===== config.mk =====
export PLATFORM = sky130hd
export DESIGN_NAME = pmux_top
export DESIGN_NICKNAME = d
export VERILOG_FILES = /design/src/rtl/pmux_pkg.sv /design/src/rtl/pmux_pin_cell.sv /design/src/rtl/pmux_top.sv
export VERILOG_INCLUDE_DIRS = /design/src /design/src/rtl
export SDC_FILE = /design/constraint.sdc
export NUM_CORES = 1
export LEC_CHECK = 0
export ABC_AREA = 1
export BUFFER_PORTS_ARGS = -buffer_cell sky130_fd_sc_hd__clkbuf_2
export CAP_MARGIN = 40
export CORE_MARGIN = 2
export CORE_UTILIZATION = 50
export CTS_BUF_LIST = sky130_fd_sc_hd__clkbuf_8
export DETAILED_ROUTE_END_ITERATION = 8
export PLACE_DENSITY = 0.73
export SYNTH_ARGS = -nofsm -noshare
export SYNTH_HDL_FRONTEND = slang
export SYNTH_SLANG_ARGS = --single-unit

===== constraint.sdc =====
create_clock -name pclk -period 2 [get_ports pclk]
set_input_delay 0.3 -clock pclk [delete_from_list [all_inputs] [get_ports pclk]]
set_output_delay 0.3 -clock pclk [all_outputs]
set_load 0.05 [all_outputs]

===== src/rtl/pmux_regs.svh =====
// Register offsets, field positions, reset values and counts of the pin mux.
// Assumes a 32-bit APB slave that decodes the low 12 address bits.
`ifndef PMUX_REGS_SVH
`define PMUX_REGS_SVH

// ----------------------------------------
// Register byte offsets
// ----------------------------------------
`define PMUX_OFF_PA_DATA 12'h000
`define PMUX_OFF_PA_DIR 12'h004
`define PMUX_OFF_PA_PU 12'h008
`define PMUX_OFF_PA_WAKE 12'h00c
`define PMUX_OFF_PB_DATA 12'h010
`define PMUX_OFF_PB_DIR 12'h014
`define PMUX_OFF_PB_PU 12'h018
`define PMUX_OFF_MISC_A 12'h01c
`define PMUX_OFF_LCD 12'h020
`define PMUX_OFF_CONV 12'h024
`define PMUX_OFF_BITOP 12'h028

// ----------------------------------------
// Reset values
// ----------------------------------------
`define PMUX_RST_ONES 8'hff
`define PMUX_RST_ZERO 8'h00

// ----------------------------------------
// Field positions
// ----------------------------------------
`define PMUX_MISC_REMAP 0
`define PMUX_MISC_FDO_EN 1
`define PMUX_MISC_PWM0_EN 2
`define PMUX_MISC_PWM1_EN 3
`define PMUX_LCD_ON 7
`define PMUX_BOP_SET 3
`define PMUX_BOP_TGT_LSB 4

// ----------------------------------------
// Pin positions of shared functions
// ----------------------------------------
`define PMUX_PA_IRQ 3
`define PMUX_PA_EV0 2
`define PMUX_PA_FDO 1
`define PMUX_PA_EV1 0
`define PMUX_PA_PWM0 4
`define PMUX_PA_PWM1 5
`define PMUX_PB_IRQ 5
`define PMUX_PB_EV0 4
`define PMUX_PB_FDO 3

// ----------------------------------------
// Timer mode codes seen on the mode inputs
// ----------------------------------------
`define PMUX_TMODE_EVENT 2'h1
`define PMUX_TMODE_CAPTURE 2'h3

// ----------------------------------------
// Timing
// ----------------------------------------
`define PMUX_LCD_SLOT_CYC 1000

`endif


===== src/rtl/pmux_pkg.sv =====
// Types shared by the pin mux files.
// Assumes the register header supplies every number.
package pmux_pkg;
	// One port byte
	typedef logic [7:0] pmux_byte_t;
	// Target of a single-bit set or clear, in field order
	typedef enum logic [1:0] {
		PMUX_TGT_PA_DATA,
		PMUX_TGT_PA_DIR,
		PMUX_TGT_PB_DATA,
		PMUX_TGT_PB_DIR
	} pmux_tgt_t;
endpackage


===== src/rtl/pmux_pin_cell.sv =====
// One port pin: output select, enable, pull-up and read-back path.
// Assumes the pad ring turns out, oe and pu into the pin's real level.
`timescale 1ns/1ps
`default_nettype none
module pmux_pin_cell (
	input wire logic dir_in,
	input wire logic latch,
	input wire logic alt_en,
	input wire logic alt_val,
	input wire logic pu_en,
	input wire logic analog,
	input wire logic force_drive,
	input wire logic hiz,
	input wire logic pad_in,
	output logic pad_out,
	output logic pad_oe,
	output logic pad_pu,
	output logic rd_val,
	output logic dig_in
);
	// ----------------------------------------
	// Output path
	// ----------------------------------------
	// Alternate signal replaces the latch
	assign pad_out = alt_en ? alt_val : latch;
	// Drive as output or when forced, never as analog input or while hiz
	assign pad_oe = (force_drive | ~dir_in) & ~analog & ~hiz;
	// Pull-up only on a digital input; analog drops it
	assign pad_pu = pu_en & dir_in & ~analog & ~force_drive;
	// ----------------------------------------
	// Input path
	// ----------------------------------------
	// Output pins read what they drive
	assign rd_val = analog ? 1'b0 : (dir_in ? pad_in : pad_out);
	// Digital level for shared inputs; blocked while analog
	assign dig_in = analog ? 1'b0 : pad_in;
endmodule
`default_nettype wire


===== src/rtl/pmux_top.sv =====
// Pin sharing and remap logic for ports A and B, with its APB registers.
// Assumes pins are already synchronous to pclk and pready is never waited.
//
// Contract
// Software sets irq pin as input first.
// Irq pin keeps its normal port read.
// Event pin feeds timer only in event/capture.
// Event pin is input and still readable.
// Divider output needs output direction.
// PWM drives only when pin is output.
// Port B low four pins drive LCD commons.
// Per-pin analog select switches pin to converter.
// Analog pin loses its pull-up.
// One bit moves irq, event0, divider together.
// Remap clears at reset; 0 port A, 1 port B.
// Remap and pin sharing decode independently.
// Reset sets all data and direction ones.
// Unwritten latch drives high on output.
// Bit set/clear reads port, writes byte.
// Falling enabled port A pin wakes sleeper.
// Wake enable exists per port A pin.
// Direction zero output, one input.
// Pull-up only when set and input.
// Output pin reads its driven state.
// Enabled alternate output replaces latch.
`timescale 1ns/1ps
`default_nettype none
`include "pmux_regs.svh"
module pmux_top #(
	parameter int PA_W = 8,
	parameter int PB_W = 6,
	parameter int AN_N = 8,
	parameter int LCD_SLOT_CYC = `PMUX_LCD_SLOT_CYC
) (
	input wire logic pclk,
	input wire logic presetn,
	input wire logic psel,
	input wire logic penable,
	input wire logic pwrite,
	input wire logic [11:0] paddr,
	input wire logic [31:0] pwdata,
	output logic [31:0] prdata,
	output logic pready,
	output logic pslverr,
	input wire logic [PA_W-1:0] pa_in,
	output logic [PA_W-1:0] pa_out,
	output logic [PA_W-1:0] pa_oe,
	output logic [PA_W-1:0] pa_pu,
	input wire logic [PB_W-1:0] pb_in,
	output logic [PB_W-1:0] pb_out,
	output logic [PB_W-1:0] pb_oe,
	output logic [PB_W-1:0] pb_pu,
	output logic [3:0] pb_lcd_bias,
	output logic [AN_N-1:0] an_sel,
	output logic ext_irq_in,
	output logic event_in0_pin,
	output logic event_in1_pin,
	input wire logic [1:0] tmr0_mode,
	input wire logic [1:0] tmr1_mode,
	input wire logic freq_div_out,
	input wire logic pwm0_in,
	input wire logic pwm1_in,
	input wire logic sleep_mode,
	output logic wake_req
);
	// ----------------------------------------
	// Decode helpers
	// ----------------------------------------
	// Offset match on an aligned word
	function automatic logic pmux_hit(input logic [11:0] a,
		input logic [11:0] off);
		pmux_hit = (a[11:2] == off[11:2]);
	endfunction

	// Set or clear one bit of a whole byte
	function automatic pmux_pkg::pmux_byte_t pmux_bitop(
		input pmux_pkg::pmux_byte_t cur, input logic [2:0] idx,
		input logic set);
		pmux_pkg::pmux_byte_t m;
		m = 8'(8'h01 << idx);
		pmux_bitop = set ? (cur | m) : (cur & ~m);
	endfunction

	// ----------------------------------------
	// Register state
	// ----------------------------------------
	logic [PA_W-1:0] pa_data_q; // Port A output latch
	logic [PA_W-1:0] pa_dir_q; // Port A direction, 1 input
	logic [PA_W-1:0] pa_pu_q; // Port A pull-up enables
	logic [PA_W-1:0] pa_wake_q; // Port A wake enables
	logic [PB_W-1:0] pb_data_q; // Port B output latch
	logic [PB_W-1:0] pb_dir_q; // Port B direction
	logic [PB_W-1:0] pb_pu_q; // Port B pull-up enables
	logic [7:0] misc_a_q; // Remap and function enables
	logic [7:0] lcd_common_ctrl_q; // LCD common control
	logic [AN_N-1:0] analog_pin_cfg_q; // Converter pin selects
	logic [31:0] prdata_q; // Read data, loaded in setup
	logic [PA_W-1:0] pa_prev_q; // Port A level one cycle ago
	logic wake_q; // Wake pulse
	logic [15:0] lcd_div_q; // LCD slot timer
	logic [2:0] lcd_slot_q; // LCD scan slot

	// ----------------------------------------
	// Combinational nets
	// ----------------------------------------
	logic [PA_W-1:0] pa_rd; // Port A read value
	logic [PB_W-1:0] pb_rd; // Port B read value
	logic [PA_W-1:0] pa_dig; // Port A digital input level
	logic [PB_W-1:0] pb_dig; // Port B digital input level
	logic [PA_W-1:0] pa_alt_en;
	logic [PA_W-1:0] pa_alt_val;
	logic [PA_W-1:0] pa_an;
	logic [PB_W-1:0] pb_alt_en;
	logic [PB_W-1:0] pb_alt_val;
	logic [PB_W-1:0] pb_force;
	logic [PB_W-1:0] pb_hiz;
	logic wr_acc; // Write in access phase
	logic mapped; // Address hits a register
	logic remap; // Remap select bit
	logic lcd_on; // LCD commons running
	logic [2:0] bop_idx;
	logic bop_set;
	pmux_pkg::pmux_tgt_t bop_tgt;
	pmux_pkg::pmux_byte_t pa_rd_b;
	pmux_pkg::pmux_byte_t pb_rd_b;

	assign remap = misc_a_q[`PMUX_MISC_REMAP];
	assign lcd_on = lcd_common_ctrl_q[`PMUX_LCD_ON];
	assign wr_acc = psel & penable & pwrite;
	assign bop_idx = pwdata[2:0];
	assign bop_set = pwdata[`PMUX_BOP_SET];
	assign bop_tgt = pmux_pkg::pmux_tgt_t'(pwdata[5:4]);
	assign pa_rd_b = 8'(pa_rd);
	assign pb_rd_b = 8'(pb_rd);

	// ----------------------------------------
	// APB handshake
	// ----------------------------------------
	// Zero-wait slave; data is ready from the setup edge
	assign pready = 1'b1;
	assign mapped = pmux_hit(paddr, `PMUX_OFF_PA_DATA)
		| pmux_hit(paddr, `PMUX_OFF_PA_DIR)
		| pmux_hit(paddr, `PMUX_OFF_PA_PU)
		| pmux_hit(paddr, `PMUX_OFF_PA_WAKE)
		| pmux_hit(paddr, `PMUX_OFF_PB_DATA)
		| pmux_hit(paddr, `PMUX_OFF_PB_DIR)
		| pmux_hit(paddr, `PMUX_OFF_PB_PU)
		| pmux_hit(paddr, `PMUX_OFF_MISC_A)
		| pmux_hit(paddr, `PMUX_OFF_LCD)
		| pmux_hit(paddr, `PMUX_OFF_CONV)
		| pmux_hit(paddr, `PMUX_OFF_BITOP);
	// Unmapped addresses answer with an error, writes dropped
	assign pslverr = psel & penable & ~mapped;
	assign prdata = prdata_q;

	// Read mux sampled at the setup edge
	always_ff @(posedge pclk or negedge presetn) begin
		if (!presetn) begin
			prdata_q <= 32'h0;
		end else if (psel && !penable) begin
			// Ports read through the pins, as a plain port read
			if (pmux_hit(paddr, `PMUX_OFF_PA_DATA)) begin
				prdata_q <= 32'(pa_rd);
			end else if (pmux_hit(paddr, `PMUX_OFF_PA_DIR)) begin
				prdata_q <= 32'(pa_dir_q);
			end else if (pmux_hit(paddr, `PMUX_OFF_PA_PU)) begin
				prdata_q <= 32'(pa_pu_q);
			end else if (pmux_hit(paddr, `PMUX_OFF_PA_WAKE)) begin
				prdata_q <= 32'(pa_wake_q);
			end else if (pmux_hit(paddr, `PMUX_OFF_PB_DATA)) begin
				prdata_q <= 32'(pb_rd);
			end else if (pmux_hit(paddr, `PMUX_OFF_PB_DIR)) begin
				prdata_q <= 32'(pb_dir_q);
			end else if (pmux_hit(paddr, `PMUX_OFF_PB_PU)) begin
				prdata_q <= 32'(pb_pu_q);
			end else if (pmux_hit(paddr, `PMUX_OFF_MISC_A)) begin
				prdata_q <= 32'(misc_a_q);
			end else if (pmux_hit(paddr, `PMUX_OFF_LCD)) begin
				prdata_q <= 32'(lcd_common_ctrl_q);
			end else if (pmux_hit(paddr, `PMUX_OFF_CONV)) begin
				prdata_q <= 32'(analog_pin_cfg_q);
			end else begin
				// Bit-op register and holes read as zero
				prdata_q <= 32'h0;
			end
		end
	end

	// ----------------------------------------
	// Port A registers
	// ----------------------------------------
	// Latch: byte write or read-modify-write bit op
	always_ff @(posedge pclk or negedge presetn) begin
		if (!presetn) begin
			pa_data_q <= PA_W'(`PMUX_RST_ONES);
		end else if (wr_acc && pmux_hit(paddr, `PMUX_OFF_PA_DATA)) begin
			pa_data_q <= pwdata[PA_W-1:0];
		end else if (wr_acc && pmux_hit(paddr, `PMUX_OFF_BITOP)
			&& bop_tgt == pmux_pkg::PMUX_TGT_PA_DATA) begin
			// Whole port read back, so input pins copy their level
			pa_data_q <= PA_W'(pmux_bitop(pa_rd_b, bop_idx, bop_set));
		end
	end

	// Direction: resets to all inputs
	always_ff @(posedge pclk or negedge presetn) begin
		if (!presetn) begin
			pa_dir_q <= PA_W'(`PMUX_RST_ONES);
		end else if (wr_acc && pmux_hit(paddr, `PMUX_OFF_PA_DIR)) begin
			pa_dir_q <= pwdata[PA_W-1:0];
		end else if (wr_acc && pmux_hit(paddr, `PMUX_OFF_BITOP)
			&& bop_tgt == pmux_pkg::PMUX_TGT_PA_DIR) begin
			pa_dir_q <= PA_W'(pmux_bitop(8'(pa_dir_q), bop_idx,
				bop_set));
		end
	end

	// Pull-up and wake enables, one bit per pin
	always_ff @(posedge pclk or negedge presetn) begin
		if (!presetn) begin
			pa_pu_q <= PA_W'(`PMUX_RST_ZERO);
			pa_wake_q <= PA_W'(`PMUX_RST_ZERO);
		end else if (wr_acc && pmux_hit(paddr, `PMUX_OFF_PA_PU)) begin
			pa_pu_q <= pwdata[PA_W-1:0];
		end else if (wr_acc && pmux_hit(paddr, `PMUX_OFF_PA_WAKE)) begin
			pa_wake_q <= pwdata[PA_W-1:0];
		end
	end

	// ----------------------------------------
	// Port B registers
	// ----------------------------------------
	// Latch and direction; bit op index above width leaves direction alone, latch reloads from port read
	always_ff @(posedge pclk or negedge presetn) begin
		if (!presetn) begin
			pb_data_q <= PB_W'(`PMUX_RST_ONES);
			pb_dir_q <= PB_W'(`PMUX_RST_ONES);
		end else if (wr_acc && pmux_hit(paddr, `PMUX_OFF_PB_DATA)) begin
			pb_data_q <= pwdata[PB_W-1:0];
		end else if (wr_acc && pmux_hit(paddr, `PMUX_OFF_PB_DIR)) begin
			pb_dir_q <= pwdata[PB_W-1:0];
		end else if (wr_acc && pmux_hit(paddr, `PMUX_OFF_BITOP)) begin
			if (bop_tgt == pmux_pkg::PMUX_TGT_PB_DATA) begin
				pb_data_q <= PB_W'(pmux_bitop(pb_rd_b, bop_idx, bop_set));
			end else if (bop_tgt == pmux_pkg::PMUX_TGT_PB_DIR) begin
				pb_dir_q <= PB_W'(pmux_bitop(8'(pb_dir_q), bop_idx,
					bop_set));
			end
		end
	end

	// Port B pull-ups
	always_ff @(posedge pclk or negedge presetn) begin
		if (!presetn) begin
			pb_pu_q <= PB_W'(`PMUX_RST_ZERO);
		end else if (wr_acc && pmux_hit(paddr, `PMUX_OFF_PB_PU)) begin
			pb_pu_q <= pwdata[PB_W-1:0];
		end
	end

	// ----------------------------------------
	// Function control registers
	// ----------------------------------------
	// Remap, enables, LCD and converter pin selects
	always_ff @(posedge pclk or negedge presetn) begin
		if (!presetn) begin
			misc_a_q <= `PMUX_RST_ZERO;
			lcd_common_ctrl_q <= `PMUX_RST_ZERO;
			analog_pin_cfg_q <= AN_N'(`PMUX_RST_ZERO);
		end else if (wr_acc && pmux_hit(paddr, `PMUX_OFF_MISC_A)) begin
			misc_a_q <= pwdata[7:0];
		end else if (wr_acc && pmux_hit(paddr, `PMUX_OFF_LCD)) begin
			lcd_common_ctrl_q <= pwdata[7:0];
		end else if (wr_acc && pmux_hit(paddr, `PMUX_OFF_CONV)) begin
			analog_pin_cfg_q <= pwdata[AN_N-1:0];
		end
	end

	// ----------------------------------------
	// LCD common scan
	// ----------------------------------------
	// Eight slots: each common low then high, the rest at mid bias
	always_ff @(posedge pclk or negedge presetn) begin
		if (!presetn) begin
			lcd_div_q <= 16'h0;
			lcd_slot_q <= 3'h0;
		end else if (!lcd_on) begin
			// Held still while off to save toggling
			lcd_div_q <= 16'h0;
			lcd_slot_q <= 3'h0;
		end else if (lcd_div_q == 16'(LCD_SLOT_CYC - 1)) begin
			lcd_div_q <= 16'h0;
			lcd_slot_q <= lcd_slot_q + 3'h1;
		end else begin
			lcd_div_q <= lcd_div_q + 16'h1;
		end
	end

	// ----------------------------------------
	// Alternate function select
	// ----------------------------------------
	// Remap touches only pin choice, sharing only enables
	always_comb begin
		pa_alt_en = '0;
		pa_alt_val = '0;
		pb_alt_en = '0;
		pb_alt_val = '0;
		pb_force = '0;
		pb_hiz = '0;
		// Divider output follows the remap bit
		if (misc_a_q[`PMUX_MISC_FDO_EN]) begin
			if (remap) begin
				pb_alt_en[`PMUX_PB_FDO] = 1'b1;
				pb_alt_val[`PMUX_PB_FDO] = freq_div_out;
			end else begin
				pa_alt_en[`PMUX_PA_FDO] = 1'b1;
				pa_alt_val[`PMUX_PA_FDO] = freq_div_out;
			end
		end
		// PWM outputs on fixed pins
		pa_alt_en[`PMUX_PA_PWM0] = misc_a_q[`PMUX_MISC_PWM0_EN];
		pa_alt_val[`PMUX_PA_PWM0] = pwm0_in;
		pa_alt_en[`PMUX_PA_PWM1] = misc_a_q[`PMUX_MISC_PWM1_EN];
		pa_alt_val[`PMUX_PA_PWM1] = pwm1_in;
		// LCD commons override port B 0..3
		for (int k = 0; k < 4; k++) begin
			if (lcd_on && lcd_common_ctrl_q[k]) begin
				pb_force[k] = 1'b1;
				pb_alt_en[k] = 1'b1;
				pb_alt_val[k] = lcd_slot_q[2];
				pb_hiz[k] = (lcd_slot_q[1:0] != 2'(k));
			end
		end
	end
	// Mid level: pin released, bias network on
	assign pb_lcd_bias = pb_hiz[3:0];

	// ----------------------------------------
	// Pin cells
	// ----------------------------------------
	assign pa_an = PA_W'(analog_pin_cfg_q);
	assign an_sel = analog_pin_cfg_q;

	genvar gi;
	generate
		for (gi = 0; gi < PA_W; gi++) begin : g_pa
			pmux_pin_cell u_cell (
				.dir_in(pa_dir_q[gi]),
				.latch(pa_data_q[gi]),
				.alt_en(pa_alt_en[gi]),
				.alt_val(pa_alt_val[gi]),
				.pu_en(pa_pu_q[gi]),
				.analog(pa_an[gi]),
				.force_drive(1'b0),
				.hiz(1'b0),
				.pad_in(pa_in[gi]),
				.pad_out(pa_out[gi]),
				.pad_oe(pa_oe[gi]),
				.pad_pu(pa_pu[gi]),
				.rd_val(pa_rd[gi]),
				.dig_in(pa_dig[gi])
			);
		end
		for (gi = 0; gi < PB_W; gi++) begin : g_pb
			pmux_pin_cell u_cell (
				.dir_in(pb_dir_q[gi]),
				.latch(pb_data_q[gi]),
				.alt_en(pb_alt_en[gi]),
				.alt_val(pb_alt_val[gi]),
				.pu_en(pb_pu_q[gi]),
				.analog(1'b0),
				.force_drive(pb_force[gi]),
				.hiz(pb_hiz[gi]),
				.pad_in(pb_in[gi]),
				.pad_out(pb_out[gi]),
				.pad_oe(pb_oe[gi]),
				.pad_pu(pb_pu[gi]),
				.rd_val(pb_rd[gi]),
				.dig_in(pb_dig[gi])
			);
		end
	endgenerate

	// ----------------------------------------
	// Shared inputs
	// ----------------------------------------
	// Interrupt level taken from the pin, port read untouched
	assign ext_irq_in = remap ? pb_dig[`PMUX_PB_IRQ]
		: pa_dig[`PMUX_PA_IRQ];
	// Event inputs reach a timer only in event or capture mode
	assign event_in0_pin = ((tmr0_mode == `PMUX_TMODE_EVENT)
		|| (tmr0_mode == `PMUX_TMODE_CAPTURE))
		&& (remap ? pb_dig[`PMUX_PB_EV0] : pa_dig[`PMUX_PA_EV0]);
	assign event_in1_pin = ((tmr1_mode == `PMUX_TMODE_EVENT)
		|| (tmr1_mode == `PMUX_TMODE_CAPTURE))
		&& pa_dig[`PMUX_PA_EV1];

	// ----------------------------------------
	// Port A wake-up
	// ----------------------------------------
	// Previous level for falling-edge detection
	always_ff @(posedge pclk or negedge presetn) begin
		if (!presetn) begin
			pa_prev_q <= '0;
		end else begin
			pa_prev_q <= pa_in;
		end
	end

	// One-cycle wake pulse on any enabled high-to-low edge while sleep_mode is high
	always_ff @(posedge pclk or negedge presetn) begin
		if (!presetn) begin
			wake_q <= 1'b0;
		end else begin
			wake_q <= sleep_mode && |(pa_wake_q & pa_prev_q & ~pa_in);
		end
	end
	assign wake_req = wake_q;

	// ----------------------------------------
	// Assertions
	// ----------------------------------------
	property p_reset_ones;
		@(posedge pclk) disable iff (!presetn)
		!$past(presetn) |-> (&pa_data_q && &pa_dir_q && &pb_dir_q
			&& !remap);
	endproperty
	a_reset_ones: assert property (p_reset_ones)
		else $error("ports not all ones after reset");

	property p_remap_irq;
		@(posedge pclk) disable iff (!presetn)
		(!an_sel[`PMUX_PA_IRQ]) |-> (ext_irq_in == (remap
			? pb_in[`PMUX_PB_IRQ] : pa_in[`PMUX_PA_IRQ]));
	endproperty
	a_remap_irq: assert property (p_remap_irq)
		else $error("irq pin routing wrong");

	property p_event_mode;
		@(posedge pclk) disable iff (!presetn)
		(tmr0_mode != `PMUX_TMODE_EVENT
			&& tmr0_mode != `PMUX_TMODE_CAPTURE) |-> !event_in0_pin;
	endproperty
	a_event_mode: assert property (p_event_mode)
		else $error("event input passed in wrong mode");

	property p_pwm_input;
		@(posedge pclk) disable iff (!presetn)
		(misc_a_q[`PMUX_MISC_PWM0_EN] && pa_dir_q[`PMUX_PA_PWM0])
			|-> !pa_oe[`PMUX_PA_PWM0];
	endproperty
	a_pwm_input: assert property (p_pwm_input)
		else $error("pwm drove an input pin");

	property p_pwm_drive;
		@(posedge pclk) disable iff (!presetn)
		(misc_a_q[`PMUX_MISC_PWM0_EN] && !pa_dir_q[`PMUX_PA_PWM0]
			&& !pa_an[`PMUX_PA_PWM0]) |-> (pa_oe[`PMUX_PA_PWM0]
			&& pa_out[`PMUX_PA_PWM0] == pwm0_in);
	endproperty
	a_pwm_drive: assert property (p_pwm_drive)
		else $error("pwm not on output pin");

	property p_fdo_dir;
		@(posedge pclk) disable iff (!presetn)
		(!remap && pa_dir_q[`PMUX_PA_FDO]) |-> !pa_oe[`PMUX_PA_FDO];
	endproperty
	a_fdo_dir: assert property (p_fdo_dir)
		else $error("divider drove an input pin");

	property p_analog_pu;
		@(posedge pclk) disable iff (!presetn)
		an_sel[0] |-> (!pa_pu[0] && !pa_oe[0]);
	endproperty
	a_analog_pu: assert property (p_analog_pu)
		else $error("analog pin kept pull-up");

	property p_wake;
		@(posedge pclk) disable iff (!presetn)
		(sleep_mode && pa_wake_q[0] && $past(pa_in[0]) && !pa_in[0]
			&& $past(presetn)) |=> wake_req;
	endproperty
	a_wake: assert property (p_wake)
		else $error("missed port A wake edge");

	property p_bitop;
		@(posedge pclk) disable iff (!presetn)
		(wr_acc && pmux_hit(paddr, `PMUX_OFF_BITOP) && pwdata[5:0] == 6'h08)
			|=> (pa_data_q[0] && pa_data_q[PA_W-1:1] == $past(pa_rd[PA_W-1:1]));
	endproperty
	a_bitop: assert property (p_bitop)
		else $error("bit set lost port byte");

	property p_read_out;
		@(posedge pclk) disable iff (!presetn)
		(!pa_dir_q[7] && !pa_an[7]) |-> (pa_rd[7] == pa_out[7]);
	endproperty
	a_read_out: assert property (p_read_out)
		else $error("output pin read wrong");

	property p_lcd;
		@(posedge pclk) disable iff (!presetn)
		(lcd_on && lcd_common_ctrl_q[0]) |-> (pb_oe[0] ^ pb_lcd_bias[0]);
	endproperty
	a_lcd: assert property (p_lcd)
		else $error("lcd common neither driven nor biased");

	c_bitop: cover property (@(posedge pclk) disable iff (!presetn)
		wr_acc && pmux_hit(paddr, `PMUX_OFF_BITOP));
	c_wake: cover property (@(posedge pclk) disable iff (!presetn)
		wake_req);
	c_remap: cover property (@(posedge pclk) disable iff (!presetn)
		remap && event_in0_pin);
endmodule
`default_nettype wire


==> impl_results.md <==
- Status: completed
- TritonRoute pass-1 iters: 5
- Cell area after synthesis: 7052 µm²
- Fmax: 0.5115 GHz
- Post-Synth Adder-Cell Area: less than 1%
- H-tree lvl count: 3
- Global-route wire length before repair: 32770 µm
- Vias in the first global route: 6040
- Vias: 6717
- Total GRT Usage: 29.15%
- EDFF count, synth: 0
- Main combinational cell family by area after synthesis: simple AND/OR/NAND/NOR gates
- RSZ-0062 raised after global routing: true
- Synth warnings: 0
- Die area: about 15000 µm²
- RePlAce Congestion: 0.9848
- Pin count of the biggest net entering global routing: about 40
- Critical Path Start Type: register
- Final worst-path cycle share: 97.75%
- Worst rel slew slack: 60.53%
- Mux contribution to synthesized area: less than 1%
- Setup violators final: 0
- P&R area growth vs syn: 14.62%
- CP max stage delay: 0.47 ns
- Worst-Skew Late Latency: approximately 0.40 ns
- DRC: 0
- CTS Buf Count: 9
- Die height: around 120 µm
- Die Wd: about 120 µm
- Count leader, synth: nand2_1
- Final hold violation count: 0
- Slowest-stage cell, CP: dfrtp_2
- CTS Buffer Depth: 2
- Clk root buf: clkbuf_8
- Synth cell count leaders: nand2_1 (201), inv_1 (88), nor2_1 (88)
- Total power: 0.004216 W
- Fraction of layout cells with a size suffix above 1: roughly 29%
- Worst Path Max Fanout: 4
- Power Density: 521.7 nW/µm²
- I/O pin count: 163
- Crit end category: primary output
- CTS tree: built
- Post-synthesis register bit count: between 100 and 150
- MaxCap Viol Count: 0
- Hold path start: pa_in[1]
- Via-to-Cell Ratio: 5.457
- Hold slack final: 0.02404 ns
- Pleak: between 3 and 4 nW
- CP arrival: 1.66 ns
- Clock sinks: 110
- Initial antenna violation count: 0
- Worst VDD drop: 0.3509 mV
- Clock transition at path regs: 0.12 ns
- IO buf count: 109
- Gr ovfl total: 0
- Final wirelength: between 20000 and 25000 µm
- Average instance area after synthesis: 7.591 µm²
- Post-synthesis compound-gate area fraction: 14.80%
- Antenna viol nets, final: 0
- Top FF cell, synth: dfrtp_1
- Max-slew violations: 0
- Min cycle time layout: 1.955 ns
- Routed length per placed instance: between 15 and 20 µm
- Synth area leaders: dfrtp_1 (29%), nand2_1 (11%), dfstp_2 (10%)
- Setup CP Type: reg2out
- Worst-Margin Slew: 0.5869 ns
- Post-synthesis xor/xnor area fraction: less than 1%
- Reg2reg start: lcd_div_q[0]$_DFF_PN0_
- Post-synthesis sequential area ratio: 39.53%
- Worst min path class: in2reg
- Post-synthesis cell count: approximately 930
- Antenna diode count: 0
- DP HPWL: about 17000 µm
- Cell taking the most area after synthesis: dfrtp_1
- Starting DRT DRC Count: 735
- Fin nets: 1122
- Placed Cells: 1213
- Placeable core region: 13830 µm²
- Post-route setup TNS: 0 ns
- Synth async-reset ratio: 100.0%
- Rows: 43
- Worst Skew: ~0.018 ns
- # fillers: 1297
- Netlist cell types: 50
- WP data required: 1.70 ns
- Starting Density: 51.00%
- Synth Area in Simple Gates: between 20% and 30%
- Post-route insts no fill: 1231
- Crit path cell chain: nand2_1 > buf_4 > nor2_1 > a21oi_1 > clkbuf_2
- Synth top area share: between 20% and 30%
- Worst setup startpoint: lcd_common_ctrl_q[7]$_DFFE_PN0P_
-- critical path, delay by kind of cell (launching register included) --
family	cells	cell delay, ns
AND/OR/NAND/NOR	2	0.22
flip-flops	1	0.47
buffers and inverters	2	0.45
AO/OA/AOI/OAI	1	0.10
-- layout make-up --
| type | instances | area, µm² | area share (%) |
|---|---|---|---|
| clock buffer | 9 | 123.9 | 1.533 |
| tap | 180 | 225.2 | 2.786 |
| clock inverter | 7 | 82.58 | 1.022 |
| inverter | 103 | 386.6 | 4.783 |
| multi-input combinational | 635 | 3289 | 40.70 |
| timing repair buffer | 187 | 1186 | 14.67 |
| sequential | 110 | 2789 | 34.50 |
-- routing by layer --
metal | wire length (µm) | global-route usage [%] | up-vias
li1 | - | - | 3201
met1 | 9233 | 41.20 | 3145
met2 | 9827 | 43.85 | 333
met3 | 1972 | 7.667 | 38
met4 | 512 | 8.693 | 0
met5 | 0 | 0 | -
-- path summary, 6_finish.rpt --
| check | slack [ns] | to | cells after the start |
|---|---|---|---|
| worst max-delay path | 0.04 | pb_oe[1] | 5 |
| worst min-delay path | 0.02 | pa_prev_q[1]$_DFF_PN0_ | 1 |
| worst max register to register | 0.22 | lcd_div_q[12]$_DFF_PN0_ | 11 |
| worst min register to register | 0.46 | lcd_div_q[0]$_DFF_PN0_ | 1 |
| max in group asynchronous | 0.88 | pb_data_q[3]$_DFFE_PN1P_ | 3 |
| min in group asynchronous | 0.40 | lcd_common_ctrl_q[0]$_DFFE_PN0P_ | 2 |
-- power by group --
part	internal (W)	leakage (nW)	switching [W]	total [W]
clock network	0.000597	0.0980	0.000836	0.00143
registers	0.00225	1.41	0.0000139	0.00226
logic	0.000123	2.41	0.000400	0.000523
-- stage by stage --
step                      worst slack, ns  utilization [%]  cell area [µm²]
after global routing             -0.01167            58.46             8083
after global placement            0.04695            56.28             7781
final                             0.04494            58.46             8083
after CTS                         0.01683            58.18             8045
after detailed placement          0.03894            56.28             7781
after floorplan                   0.09130                -             7153
-- logic make-up (layout without fill, tap and decap cells) --
family / Yosys count / after routing
flops: 110 / 110
simple gates: 420 / 420
compound gates: 179 / 179
fa+ha+maj: 5 / 5
mux: 4 / 4
other cells: 2 / 25
xor+xnor: 2 / 2
buf+inv: 207 / 306
-- layout by cell type, fill, tap and decap left out, types with 10 or more instances in the layout --
| cell | instances |
|---|---|
| nand3_1 | 49 |
| buf_4 | 80 |
| inv_1 | 88 |
| dfstp_2 | 28 |
| nor3_1 | 20 |
| nand2_1 | 198 |
| a21oi_1 | 35 |
| o21ai_0 | 47 |
| inv_2 | 13 |
| clkbuf_8 | 10 |
| o21ai_2 | 12 |
| nand4_1 | 14 |
| clkbuf_2 | 99 |
| dfrtp_1 | 81 |
| conb_1 | 25 |
| nor2_1 | 86 |
| o21ai_1 | 40 |
-- what timing repair did --
item / CTS / global route
pin swaps: 0 / 1
resized for setup: 12 / 22
endpoints found under the hold margin: 24 / 0
setup endpoints to repair: 9 / 14
setup buffers: 1 / 0
hold buffers: 1 / 0
No activity file was read; power rests on OpenSTA's default activity.
